--- src/rtl/mag_map.svh ---
// register offsets, field positions, reset values and timing counts of the address/hash slice
`ifndef MAG_MAP_SVH
`define MAG_MAP_SVH

// register indices; the byte address on the bus is four times the index
`define MAG_IDX_ADDR_HIGH 6'h02
`define MAG_IDX_ADDR_LOW 6'h03
`define MAG_IDX_HASH_UPPER 6'h04
`define MAG_IDX_HASH_LOWER 6'h05
`define MAG_IDX_PHY_ACC 6'h06
`define MAG_IDX_PHY_DATA 6'h07
`define MAG_IDX_FILTER_CTRL 6'h0A

// management access and filter control register fields
`define MAG_ACC_BUSY 0
`define MAG_ACC_WRITE 1
`define MAG_ACC_REG_LSB 6
`define MAG_ACC_PHY_LSB 11
`define MAG_FILT_ACCEPT_ALL 0

// reset values
`define MAG_RST_ADDR_LOW 32'h0FFFFFFF
`define MAG_RST_ADDR_HIGH 16'h0FFF
`define MAG_RST_HASH 32'h00000000
`define MAG_RST_PHY_DATA 16'h0000

// eeprom byte addresses that carry the station address
`define MAG_EE_FIRST 8'h01
`define MAG_EE_LAST 8'h06

// management frame layout and timing
`define MAG_PREAMBLE 32'hFFFFFFFF
`define MAG_TA_BIT 46
`define MAG_CLK_PERIOD_NS 40
`define MAG_MDC_HALF_NS 200
`define MAG_MDC_HALF_CYC ((`MAG_MDC_HALF_NS + `MAG_CLK_PERIOD_NS - 1) / `MAG_CLK_PERIOD_NS)

`endif

--- src/rtl/mag_pkg.sv ---
// types shared by the address/hash/management slice
package mag_pkg;

  // one filter lookup from the receive path
  typedef struct packed {
    logic valid;
    logic multicast;
    logic [5:0] hash_index;
  } mag_rx_query_type;

  // filter answer, one cycle after the lookup
  typedef struct packed {
    logic valid;
    logic accept;
  } mag_rx_verdict_type;

  // one management cycle request
  typedef struct packed {
    logic write;
    logic [4:0] phy_address;
    logic [4:0] register_index;
    logic [15:0] wdata;
  } mag_mgmt_req_type;

  typedef enum logic {MDIO_IDLE, MDIO_RUN} mag_mdio_state_type;

endpackage : mag_pkg

--- src/rtl/mag_mdio.sv ---
// serial management frame engine towards the integrated phy
`include "mag_map.svh"

module mag_mdio #(
  parameter int HALF_CYC = `MAG_MDC_HALF_CYC
) (
  // clock and reset
  input wire logic clk,
  input wire logic rst_n,
  // request and answer
  input wire logic start,
  input mag_pkg::mag_mgmt_req_type req,
  output logic done,
  output logic [15:0] rdata,
  // management pins
  output logic mdc,
  output logic mdio_out,
  output logic mdio_oe,
  input wire logic mdio_in
);
  import mag_pkg::*;

  mag_mdio_state_type state_reg;
  logic [15:0] div_reg;
  logic [63:0] frame_reg;
  logic [5:0] bit_reg;
  logic [15:0] rx_reg;
  logic write_reg;

  // half-period enable of the management clock
  wire tick = (div_reg == 16'(HALF_CYC - 1));
  wire rising = (state_reg == MDIO_RUN) & tick & ~mdc;
  wire falling = (state_reg == MDIO_RUN) & tick & mdc;
  wire last_bit = (bit_reg == 6'd63);
  // a read gives the pin away from the turnaround on
  wire keep_drive = write_reg | (bit_reg < 6'(`MAG_TA_BIT - 1));
  wire [63:0] frame_init = {`MAG_PREAMBLE, 2'b01, req.write ? 2'b01 : 2'b10,
                            req.phy_address, req.register_index,
                            req.write ? 2'b10 : 2'b00, req.write ? req.wdata : 16'h0000};

  // frame sequencer: bits leave on the falling edge, input is sampled on the rising one
  always_ff @(posedge clk or negedge rst_n) begin
    if (!rst_n) begin
      state_reg <= MDIO_IDLE;
      div_reg <= 16'h0000;
      frame_reg <= 64'h0000000000000000;
      bit_reg <= 6'h00;
      rx_reg <= 16'h0000;
      write_reg <= 1'b0;
      done <= 1'b0;
      rdata <= 16'h0000;
      mdc <= 1'b0;
      mdio_out <= 1'b0;
      mdio_oe <= 1'b0;
    end else begin
      done <= 1'b0;
      case (state_reg)
        MDIO_IDLE: begin
          div_reg <= 16'h0000;
          if (start) begin
            frame_reg <= frame_init;
            bit_reg <= 6'h00;
            write_reg <= req.write;
            mdio_out <= frame_init[63];
            mdio_oe <= 1'b1;
            state_reg <= MDIO_RUN;
          end
        end
        MDIO_RUN: begin
          div_reg <= tick ? 16'h0000 : div_reg + 16'h0001;
          if (rising) begin
            mdc <= 1'b1;
            rx_reg <= {rx_reg[14:0], mdio_in};
          end
          if (falling) begin
            mdc <= 1'b0;
            if (last_bit) begin
              state_reg <= MDIO_IDLE;
              done <= 1'b1;
              rdata <= rx_reg;
              mdio_oe <= 1'b0;
              mdio_out <= 1'b0;
            end else begin
              bit_reg <= bit_reg + 6'h01;
              frame_reg <= {frame_reg[62:0], 1'b0};
              mdio_out <= frame_reg[62];
              mdio_oe <= keep_drive;
            end
          end
        end
        default: state_reg <= MDIO_IDLE;
      endcase
    end
  end

endmodule : mag_mdio

--- src/rtl/mag_regs.sv ---
// station address, group hash filter and phy management registers behind apb
`include "mag_map.svh"

module mag_regs #(
  parameter int MDC_HALF = `MAG_MDC_HALF_CYC
) (
  // clock and reset
  input wire logic MCLK,
  input wire logic RESET_N,
  // apb slave
  input wire logic PSEL,
  input wire logic PENABLE,
  input wire logic PWRITE,
  input wire logic [7:0] PADDR,
  input wire logic [31:0] PWDATA,
  output logic [31:0] PRDATA,
  output logic PREADY,
  output logic PSLVERR,
  // eeprom loader
  input wire logic EE_BYTE_VALID,
  input wire logic [7:0] EE_BYTE_ADDR,
  input wire logic [7:0] EE_BYTE_DATA,
  input wire logic EE_LOAD_DONE,
  // receive filter
  input mag_pkg::mag_rx_query_type RX_QUERY,
  output mag_pkg::mag_rx_verdict_type RX_VERDICT,
  output logic [47:0] STATION_ADDRESS,
  // phy management pins
  output logic MDC,
  output logic MDIO_OUT,
  output logic MDIO_OE,
  input wire logic MDIO_IN
);
  import mag_pkg::*;

  logic [1:0] rst_sync_reg;
  logic [47:0] station_address_reg;
  logic [47:0] station_address_next;
  logic [31:0] group_hash_table_upper_reg;
  logic [31:0] group_hash_table_lower_reg;
  logic accept_all_group_frames_reg;
  logic [4:0] phy_address_reg;
  logic [4:0] phy_register_index_reg;
  logic phy_write_select_reg;
  logic phy_access_busy_reg;
  logic [15:0] phy_management_data_reg;
  logic [31:0] prdata_reg;
  logic pslverr_reg;
  mag_rx_verdict_type verdict_reg;
  logic mgmt_done;
  logic [15:0] mgmt_rdata;
  mag_mgmt_req_type mgmt_req;

  // reset release through two flops; the rest of the slice uses the released copy
  always_ff @(posedge MCLK or negedge RESET_N) begin
    if (!RESET_N) begin
      rst_sync_reg <= 2'b00;
    end else begin
      rst_sync_reg <= {rst_sync_reg[0], 1'b1};
    end
  end
  wire rst_n = rst_sync_reg[1];

  // apb decode; no wait states, so every access phase completes at once
  wire setup_phase = PSEL & ~PENABLE;
  wire apb_write = PSEL & PENABLE & PWRITE;
  wire [5:0] reg_idx = PADDR[7:2];
  wire aligned = (PADDR[1:0] == 2'b00);
  wire hit_high = aligned & (reg_idx == `MAG_IDX_ADDR_HIGH);
  wire hit_low = aligned & (reg_idx == `MAG_IDX_ADDR_LOW);
  wire hit_upper = aligned & (reg_idx == `MAG_IDX_HASH_UPPER);
  wire hit_lower = aligned & (reg_idx == `MAG_IDX_HASH_LOWER);
  wire hit_acc = aligned & (reg_idx == `MAG_IDX_PHY_ACC);
  wire hit_data = aligned & (reg_idx == `MAG_IDX_PHY_DATA);
  wire hit_filt = aligned & (reg_idx == `MAG_IDX_FILTER_CTRL);
  wire hit_any = hit_high | hit_low | hit_upper | hit_lower | hit_acc | hit_data | hit_filt;

  // host writes to the address are held off while the loader still owns it
  wire host_addr_open = EE_LOAD_DONE;
  wire ee_loading = EE_BYTE_VALID & ~EE_LOAD_DONE;

  // per-byte station address update: loader first, then host
  for (genvar b = 0; b < 6; b++) begin : g_addr_byte
    wire ee_hit = ee_loading & (EE_BYTE_ADDR == `MAG_EE_FIRST + 8'(b));
    wire host_hit = apb_write & host_addr_open & ((b < 4) ? hit_low : hit_high);
    assign station_address_next[8*b +: 8] = ee_hit ? EE_BYTE_DATA :
                                            host_hit ? PWDATA[8*(b%4) +: 8] :
                                            station_address_reg[8*b +: 8];
  end

  // station address storage; first wire byte sits in bits 7:0
  always_ff @(posedge MCLK or negedge rst_n) begin
    if (!rst_n) begin
      station_address_reg <= {`MAG_RST_ADDR_HIGH, `MAG_RST_ADDR_LOW};
    end else begin
      station_address_reg <= station_address_next;
    end
  end
  assign STATION_ADDRESS = station_address_reg;

  // hash halves and the accept-all control bit
  always_ff @(posedge MCLK or negedge rst_n) begin
    if (!rst_n) begin
      group_hash_table_upper_reg <= `MAG_RST_HASH;
      group_hash_table_lower_reg <= `MAG_RST_HASH;
      accept_all_group_frames_reg <= 1'b0;
    end else begin
      if (apb_write & hit_upper) group_hash_table_upper_reg <= PWDATA;
      if (apb_write & hit_lower) group_hash_table_lower_reg <= PWDATA;
      if (apb_write & hit_filt) accept_all_group_frames_reg <= PWDATA[`MAG_FILT_ACCEPT_ALL];
    end
  end

  // lookup: msb picks the half, low five bits the bit within it
  wire [63:0] hash_table = {group_hash_table_upper_reg, group_hash_table_lower_reg};
  wire table_bit = hash_table[RX_QUERY.hash_index];
  wire verdict_accept = accept_all_group_frames_reg | table_bit;

  // verdict registered so the receive path sees a clean one-cycle answer
  always_ff @(posedge MCLK or negedge rst_n) begin
    if (!rst_n) begin
      verdict_reg <= '0;
    end else begin
      verdict_reg.valid <= RX_QUERY.valid & RX_QUERY.multicast;
      verdict_reg.accept <= RX_QUERY.valid & RX_QUERY.multicast & verdict_accept;
    end
  end
  assign RX_VERDICT = verdict_reg;

  // management access: writes while busy are dropped, so the running cycle cannot be disturbed
  wire acc_write = apb_write & hit_acc & ~phy_access_busy_reg;
  wire mgmt_start = acc_write & PWDATA[`MAG_ACC_BUSY];
  wire data_write = apb_write & hit_data & ~phy_access_busy_reg;

  // access register fields; reserved bits are simply not stored
  always_ff @(posedge MCLK or negedge rst_n) begin
    if (!rst_n) begin
      phy_address_reg <= 5'h00;
      phy_register_index_reg <= 5'h00;
      phy_write_select_reg <= 1'b0;
    end else if (acc_write) begin
      phy_address_reg <= PWDATA[`MAG_ACC_PHY_LSB +: 5];
      phy_register_index_reg <= PWDATA[`MAG_ACC_REG_LSB +: 5];
      phy_write_select_reg <= PWDATA[`MAG_ACC_WRITE];
    end
  end

  // busy is set by software and held until the engine reports the end
  always_ff @(posedge MCLK or negedge rst_n) begin
    if (!rst_n) begin
      phy_access_busy_reg <= 1'b0;
    end else if (mgmt_start) begin
      phy_access_busy_reg <= 1'b1;
    end else if (mgmt_done) begin
      phy_access_busy_reg <= 1'b0;
    end
  end

  // data register: host value for writes, phy value at the end of reads
  always_ff @(posedge MCLK or negedge rst_n) begin
    if (!rst_n) begin
      phy_management_data_reg <= `MAG_RST_PHY_DATA;
    end else if (mgmt_done & ~phy_write_select_reg) begin
      phy_management_data_reg <= mgmt_rdata;
    end else if (data_write) begin
      phy_management_data_reg <= PWDATA[15:0];
    end
  end

  // request built from the freshly written access fields and the held data
  assign mgmt_req.write = PWDATA[`MAG_ACC_WRITE];
  assign mgmt_req.phy_address = PWDATA[`MAG_ACC_PHY_LSB +: 5];
  assign mgmt_req.register_index = PWDATA[`MAG_ACC_REG_LSB +: 5];
  assign mgmt_req.wdata = phy_management_data_reg;

  // serial frame engine on the management pins
  mag_mdio #(
    .HALF_CYC(MDC_HALF)
  ) u_mdio (
    .clk(MCLK),
    .rst_n(rst_n),
    .start(mgmt_start),
    .req(mgmt_req),
    .done(mgmt_done),
    .rdata(mgmt_rdata),
    .mdc(MDC),
    .mdio_out(MDIO_OUT),
    .mdio_oe(MDIO_OE),
    .mdio_in(MDIO_IN)
  );

  // read view of each register; reserved bits read zero
  wire [31:0] acc_view = {16'h0000, phy_address_reg, phy_register_index_reg, 4'h0,
                          phy_write_select_reg, phy_access_busy_reg};
  wire [31:0] rd_data_next = hit_high ? {16'h0000, station_address_reg[47:32]} :
                             hit_low ? station_address_reg[31:0] :
                             hit_upper ? group_hash_table_upper_reg :
                             hit_lower ? group_hash_table_lower_reg :
                             hit_acc ? acc_view :
                             hit_data ? {16'h0000, phy_management_data_reg} :
                             hit_filt ? {31'h00000000, accept_all_group_frames_reg} :
                             32'h00000000;

  // read data and error are caught in the setup cycle so they leave a flop
  always_ff @(posedge MCLK or negedge rst_n) begin
    if (!rst_n) begin
      prdata_reg <= 32'h00000000;
      pslverr_reg <= 1'b0;
    end else if (setup_phase) begin
      prdata_reg <= rd_data_next;
      pslverr_reg <= ~hit_any;
    end
  end
  assign PRDATA = prdata_reg;
  assign PSLVERR = pslverr_reg & PSEL & PENABLE;
  assign PREADY = 1'b1;
endmodule : mag_regs

--- config.mk ---
export PLATFORM = sky130hd
export DESIGN_NAME = mag_regs
export DESIGN_NICKNAME = d
export VERILOG_FILES = /design/src/rtl/mag_pkg.sv /design/src/rtl/mag_mdio.sv /design/src/rtl/mag_regs.sv
export VERILOG_INCLUDE_DIRS = /design/src /design/src/rtl
export SDC_FILE = /design/constraint.sdc
export NUM_CORES = 1
export LEC_CHECK = 0
export BUFFER_PORTS_ARGS = -buffer_cell sky130_fd_sc_hd__buf_2
export CAP_MARGIN = 20
export CORE_AREA = 2 2 175 177
export DETAILED_ROUTE_END_ITERATION = 10
export DIE_AREA = 0 0 177 179
export GPL_ROUTABILITY_DRIVEN = 0
export PLACE_DENSITY = 0.68
export RECOVER_POWER = 100
export SYNTH_ARGS = -nofsm -noshare
export SYNTH_HDL_FRONTEND = slang
export SYNTH_HIERARCHICAL = 1
export SYNTH_SLANG_ARGS = --single-unit
--- constraint.sdc ---
create_clock -name MCLK -period 11.1 [get_ports MCLK]
set_input_delay 2.22 -clock MCLK [delete_from_list [all_inputs] [get_ports MCLK]]
set_output_delay 2.22 -clock MCLK [all_outputs]
set_load 0.01 [all_outputs]
# Word-level counts from Yosys, hierarchy flattened
# Cells that the tools add are included.
[word_totals]
ff_bits = 301
output_inout_bits = 87
word_cells = 173
[classes]
n_addsub = 2
order_cmp = 2
eq_ne = 18
n_mux = 54
bitwise = 51
reduce_logical = 16
[ops]
columns = ["operator", "count"]
rows = [
  ["two-way mux 63 bit", 3],
  ["two-way mux 32 bit", 4],
  ["case mux 63 bit (2 select lines)", 1],
  ["two-way mux 16 bit", 6],
  ["two-way mux 8 bit", 12],
  ["bitwise AND 1 bit", 36],
  ["case mux 16 bit (2 select lines)", 1],
  ["equality test 6 x 3 -> 1 bit (second input constant)", 4],
  ["equality test 8 x 3 -> 1 bit (second input constant)", 3],
  ["two-way mux 6 bit", 3],
  ["nonzero test 2 bit", 9],
  ["two-way mux 1 bit", 17],
  ["adder 16 x 1 -> 16 bit (second input constant)", 1],
  ["equality test 16 x 3 -> 1 bit (second input constant)", 1],
  ["equality test 8 x 2 -> 1 bit (second input constant)", 2],
  ["equality test 6 x 2 -> 1 bit (second input constant)", 2],
  ["case mux 6 bit (2 select lines)", 1],
  ["equality test 8 x 1 -> 1 bit (second input constant)", 1],
  ["OR 1 bit", 8],
  ["AND reduction 2 bit", 4],
  ["< comparator 6 x 7 -> 1 bit (second input constant)", 1],
  ["NOT 1 bit", 7],
  ["adder 6 x 1 -> 6 bit (second input constant)", 1],
  ["binary-select mux 1 bit (select 6 bit)", 1],
  ["8 further kinds", 14],
]

# Depth between registers and ports, before layout
[logic_depth]
word_depth = 9
mapped_depth = 9
mapped_depth_nobuf = 8

# Modules after synthesis
# Netlist, hierarchy kept.
[modules_own_cells]
columns = ["module", "instances", "cells_each", "area_per_inst_um2"]
rows = [
  ["mag_regs", 1, 808, 8906.0],
  ["mag_mdio", 1, 484, 5770.5],
]

# Least setup slack after synthesis
# OpenSTA, ideal clock, no wires.
[synth_path]
path_type = "input-to-output"
startpoint = "input PENABLE"
endpoint = "output PSLVERR"
arrival_time_ns = 2.410
required_time_ns = 8.880
setup_slack_ns = 6.470
path_stages = 1
n_path_buf = 0
path_cell_list = "and3_1"
[synth_via]
elab_chain_cells = 1
[synth_lines]
columns = ["item", "line_no", "source"]
rows = [
  ["start: declaration", "mag_regs.sv:12", "input wire logic PENABLE,"],
  ["bitwise AND 1 bit", "mag_regs.sv:215", "assign PSLVERR = pslverr_reg & PSEL & PENABLE;"],
  ["end: declaration", "mag_regs.sv:18", "output logic PSLVERR,"],
]
# No other way between the ends.

# Worst setup path after layout
[layout_path]
startpoint = "input PADDR[2]"
endpoint = "register station_address_reg[31] (netlist: STATION_ADDRESS[31])"
[layout_via]
elab_chain_cells = 4
[layout_lines]
columns = ["item", "line_no", "source"]
rows = [
  ["start: declaration", "mag_regs.sv:14", "input wire logic [7:0] PADDR,"],
  ["equality test 6 x 2 -> 1 bit (no source line)", "-", ""],
  ["bitwise AND 1 bit", "mag_regs.sv:70", "wire hit_low = aligned & (reg_idx == `MAG_IDX_ADDR_LOW);"],
  ["bitwise AND 1 bit", "mag_regs.sv:85", "wire host_hit = apb_write & host_addr_open & ((b < 4) ? hit_low : hit_high);"],
  ["nonzero test 2 bit (no source line)", "-", ""],
  ["end signal: assignment", "mag_regs.sv:94", "station_address_reg <= {`MAG_RST_ADDR_HIGH, `MAG_RST_ADDR_LOW};"],
  ["end signal: assignment", "mag_regs.sv:96", "station_address_reg <= station_address_next;"],
  ["end: declaration", "mag_regs.sv:37", "logic [47:0] station_address_reg;"],
]
# No other way between the ends.
# A chain may end at the register's enable or synchronous reset.

==> impl_metrics.toml <==
[clocking]
ctsHoldBuffers = 0
htree_levels = 2
numCtsBuffers = 34
cts_tree = "done"
insertion_delay_ns = 0.52
post_cts_buffers = 0
root_buffer = "clkbuf_16"
clk_path_buf_depth = 3
path_clk_slew_ns = 0.06
cts.repair.resized = 0
cts_num_sinks = 301

[critical_path]
required_ns = 11.50
worstSetupPathType = "in -> reg"
crit_chain = "clkbuf_1 > clkinv_1 > nor4_1 > clkbuf_1 > and3b_1 > a221o_1"
timing.rr.end = "u_mdio/bit_reg[4]"
startpoint_type = "input pin"
regToRegStartpoint = "rst_sync_reg[1]"
reg2reg_slack_ns = 4.83
crit_arrival_ns = 7.75
end_kind = "flip-flop"
cp_max_fo = 23
reg2regPathDepth = 1
critical-path-max-stage-delay_ns = 2.12
crit_slowest_cell = "nor4_1"
crit_top_cell = "clkbuf_1"

[status]
status = "finished, violations left"
violations = "capacitance limit, slew limit"

[routing]
wire_per_inst_um = 20.6
wirelength_um = 37700
final_antenna_net_count = 0
drc = 0
first_iter_violations = 716
vias = 10800
drtPass1Iterations = 7
routed_via_density = 5.90

[grt]
grt_pass1_wl_um = 58400
antenna_found_initial = 0
grt_use_total_pct = 23.4
grt_max_degree = 171
grt-ovfl-total = 0
first_global_vias = 10300

[logic_synthesis]
synth_area_leaders = "dfrtp_1 45%, mux2_2 8.2%, dfstp_2 7.2%"
synth_most_common_cell = "dfrtp_1"
synth_commonest_cells = "261 x dfrtp_1, 126 x nand2_1, 107 x mux2_2"
synthesis.area_um2 = 14700
synth_top_area_share_pct = 44.5
synthFlopType = "dfrtp_1"
syn_inst = 1292
yosys_warnings = 6
async_flop_share_pct = 100
synth-seq-cells = 301
synth_edf_count = 0
syn-mean-instance-area_um2 = 11.4
synth-seq-area-share_pct = 51.7
ys_types = 79
synth_area_leader_cell = "dfrtp_1"

[die]
fp.dieH_um = 179
die_w_um = 177
core_um2 = 30000
dieArea_um2 = 31700
pin_count = 159
rows = 64
initial_core_util_pct = 48.9

[finish]
num_antenna_cells = 0
largest_reg_flops = 63
ff_latch_area_um2 = 7580
nets = 1486
nFillCells = 2679
drive_gt1_share_pct = 22.5
utilization_pct = 54.8
final_area_um2 = 16400
fin_cells = 1831
area_delta_synth_final_pct = 12.1
multiInputGateArea_um2 = 6300

[placed_design]
io_buffers = 157
dpl-instance-area_um2 = 15600
post-place-cells = 1768
dpl.hpwl_um = 25400

[sta]
min_period_ns = 7.35
tightest_slew_ns = 4.07
fmax_ghz = 0.136
finalHoldViolCount = 0
setup_viol = 0
slew_headroom_pct = -171
drv_slew = 572
holdWs_ns = 0.347
min_period_over_period_pct = 66.2
tns_ns = 0
finalClockSkew_ns = 0.0254
rsz0062_at_grt = "false"

[power_and_ir_drop]
cellLeakagePower_nw = 7.08
power_density_nw_per_um2 = 146
ir_worst_vdd_uv = 107

[min_path]
worst_hold_path_type = "reg -> reg"
hold_start = "rst_sync_reg[0]"
hold_depth = 0
min_to = "rst_sync_reg[1]"

[flow_run]
drv_cap = 12
[layout make-up]
type                            instances  area share, %
Multi-Input combinational cell        867           38.3
Timing Repair Buffer                  174           5.04
Inverter                               32          0.730
Clock buffer                           49           6.07
Sequential cell                       301           46.1
Clock inverter                         12          0.715
Tap cell                              396           3.01
[worst max path at each step]
| stage | to | cells past startpoint | slack (ns) | from |
|---|---|---|---|---|
| final | STATION_ADDRESS[31] | 6 | 3.75 | PADDR[2] |
| after global routing | STATION_ADDRESS[31] | 6 | 3.49 | PADDR[2] |
| after CTS | u_mdio/frame_reg[2] | 9 | 5.64 | PADDR[4] |
| after detailed placement | u_mdio/frame_reg[2] | 9 | 5.11 | PADDR[4] |
| after global placement | u_mdio/frame_reg[29] | 9 | 5.31 | PADDR[4] |
| after floorplan | PRDATA[0] | 0 | 2.16 | rst_sync_reg[1] |
[worst max-delay path: cells and delay by family]
kind                   cells  cell delay (ns)
AOI/OAI and AO/OA          1             0.27
and+or+nand+nor            2             2.43
buffers and inverters      3             2.81
[layout by cell type (no fill, tap or decap), drive strengths merged, types with 40 or more instances in the layout]
cell	netlist	final
o21ai	87	87
nor2	99	99
nand2	126	126
buf	45	94
clkbuf	48	129
mux2	134	134
dfrtp	261	261
dfstp	40	40
a21oi	57	57
mux2i	69	69
[layer usage]
| metal | GRT usage (%) | routed length (µm) | vias up |
|---|---|---|---|
| met2 | 35.8 | 16900 | 397 |
| met3 | 3.39 | 2480 | 67 |
| met1 | 33.9 | 17100 | 5389 |
| met4 | 8.71 | 1190 | 0 |
| li1 | - | - | 4949 |
| met5 | 0 | 0 | - |
[kinds of logic after synthesis]
group | Yosys count | share of synthesized area (%)
AO/OA/AOI/OAI | 279 | 12.4
XOR/XNOR | 12 | 0.716
adder cells (fa/ha/maj) | 4 | 0.341
buffers and inverters | 125 | 4.22
flip-flops | 301 | 51.7
multiplexers | 219 | 18.1
other | 1 | 0.0256
AND/OR/NAND/NOR | 351 | 12.6
[metrics by stage]
step           worst slack, ns  power [mW]
2_1_floorplan             2.16        1.24
3_3_place_gp              5.31        1.31
3_5_place_dp              5.11        1.31
4_1_cts                   5.64        2.43
5_1_grt                   3.49        2.48
6_report                  3.75        2.40
[power breakdown]
| part | internal (mW) | switching, mW |
|---|---|---|
| clock network | 0.673 | 0.443 |
| registers | 1.13 | 0.0228 |
| logic | 0.0442 | 0.0887 |
| total | 1.84 | 0.554 |
Power figures use the tool's default switching activity.
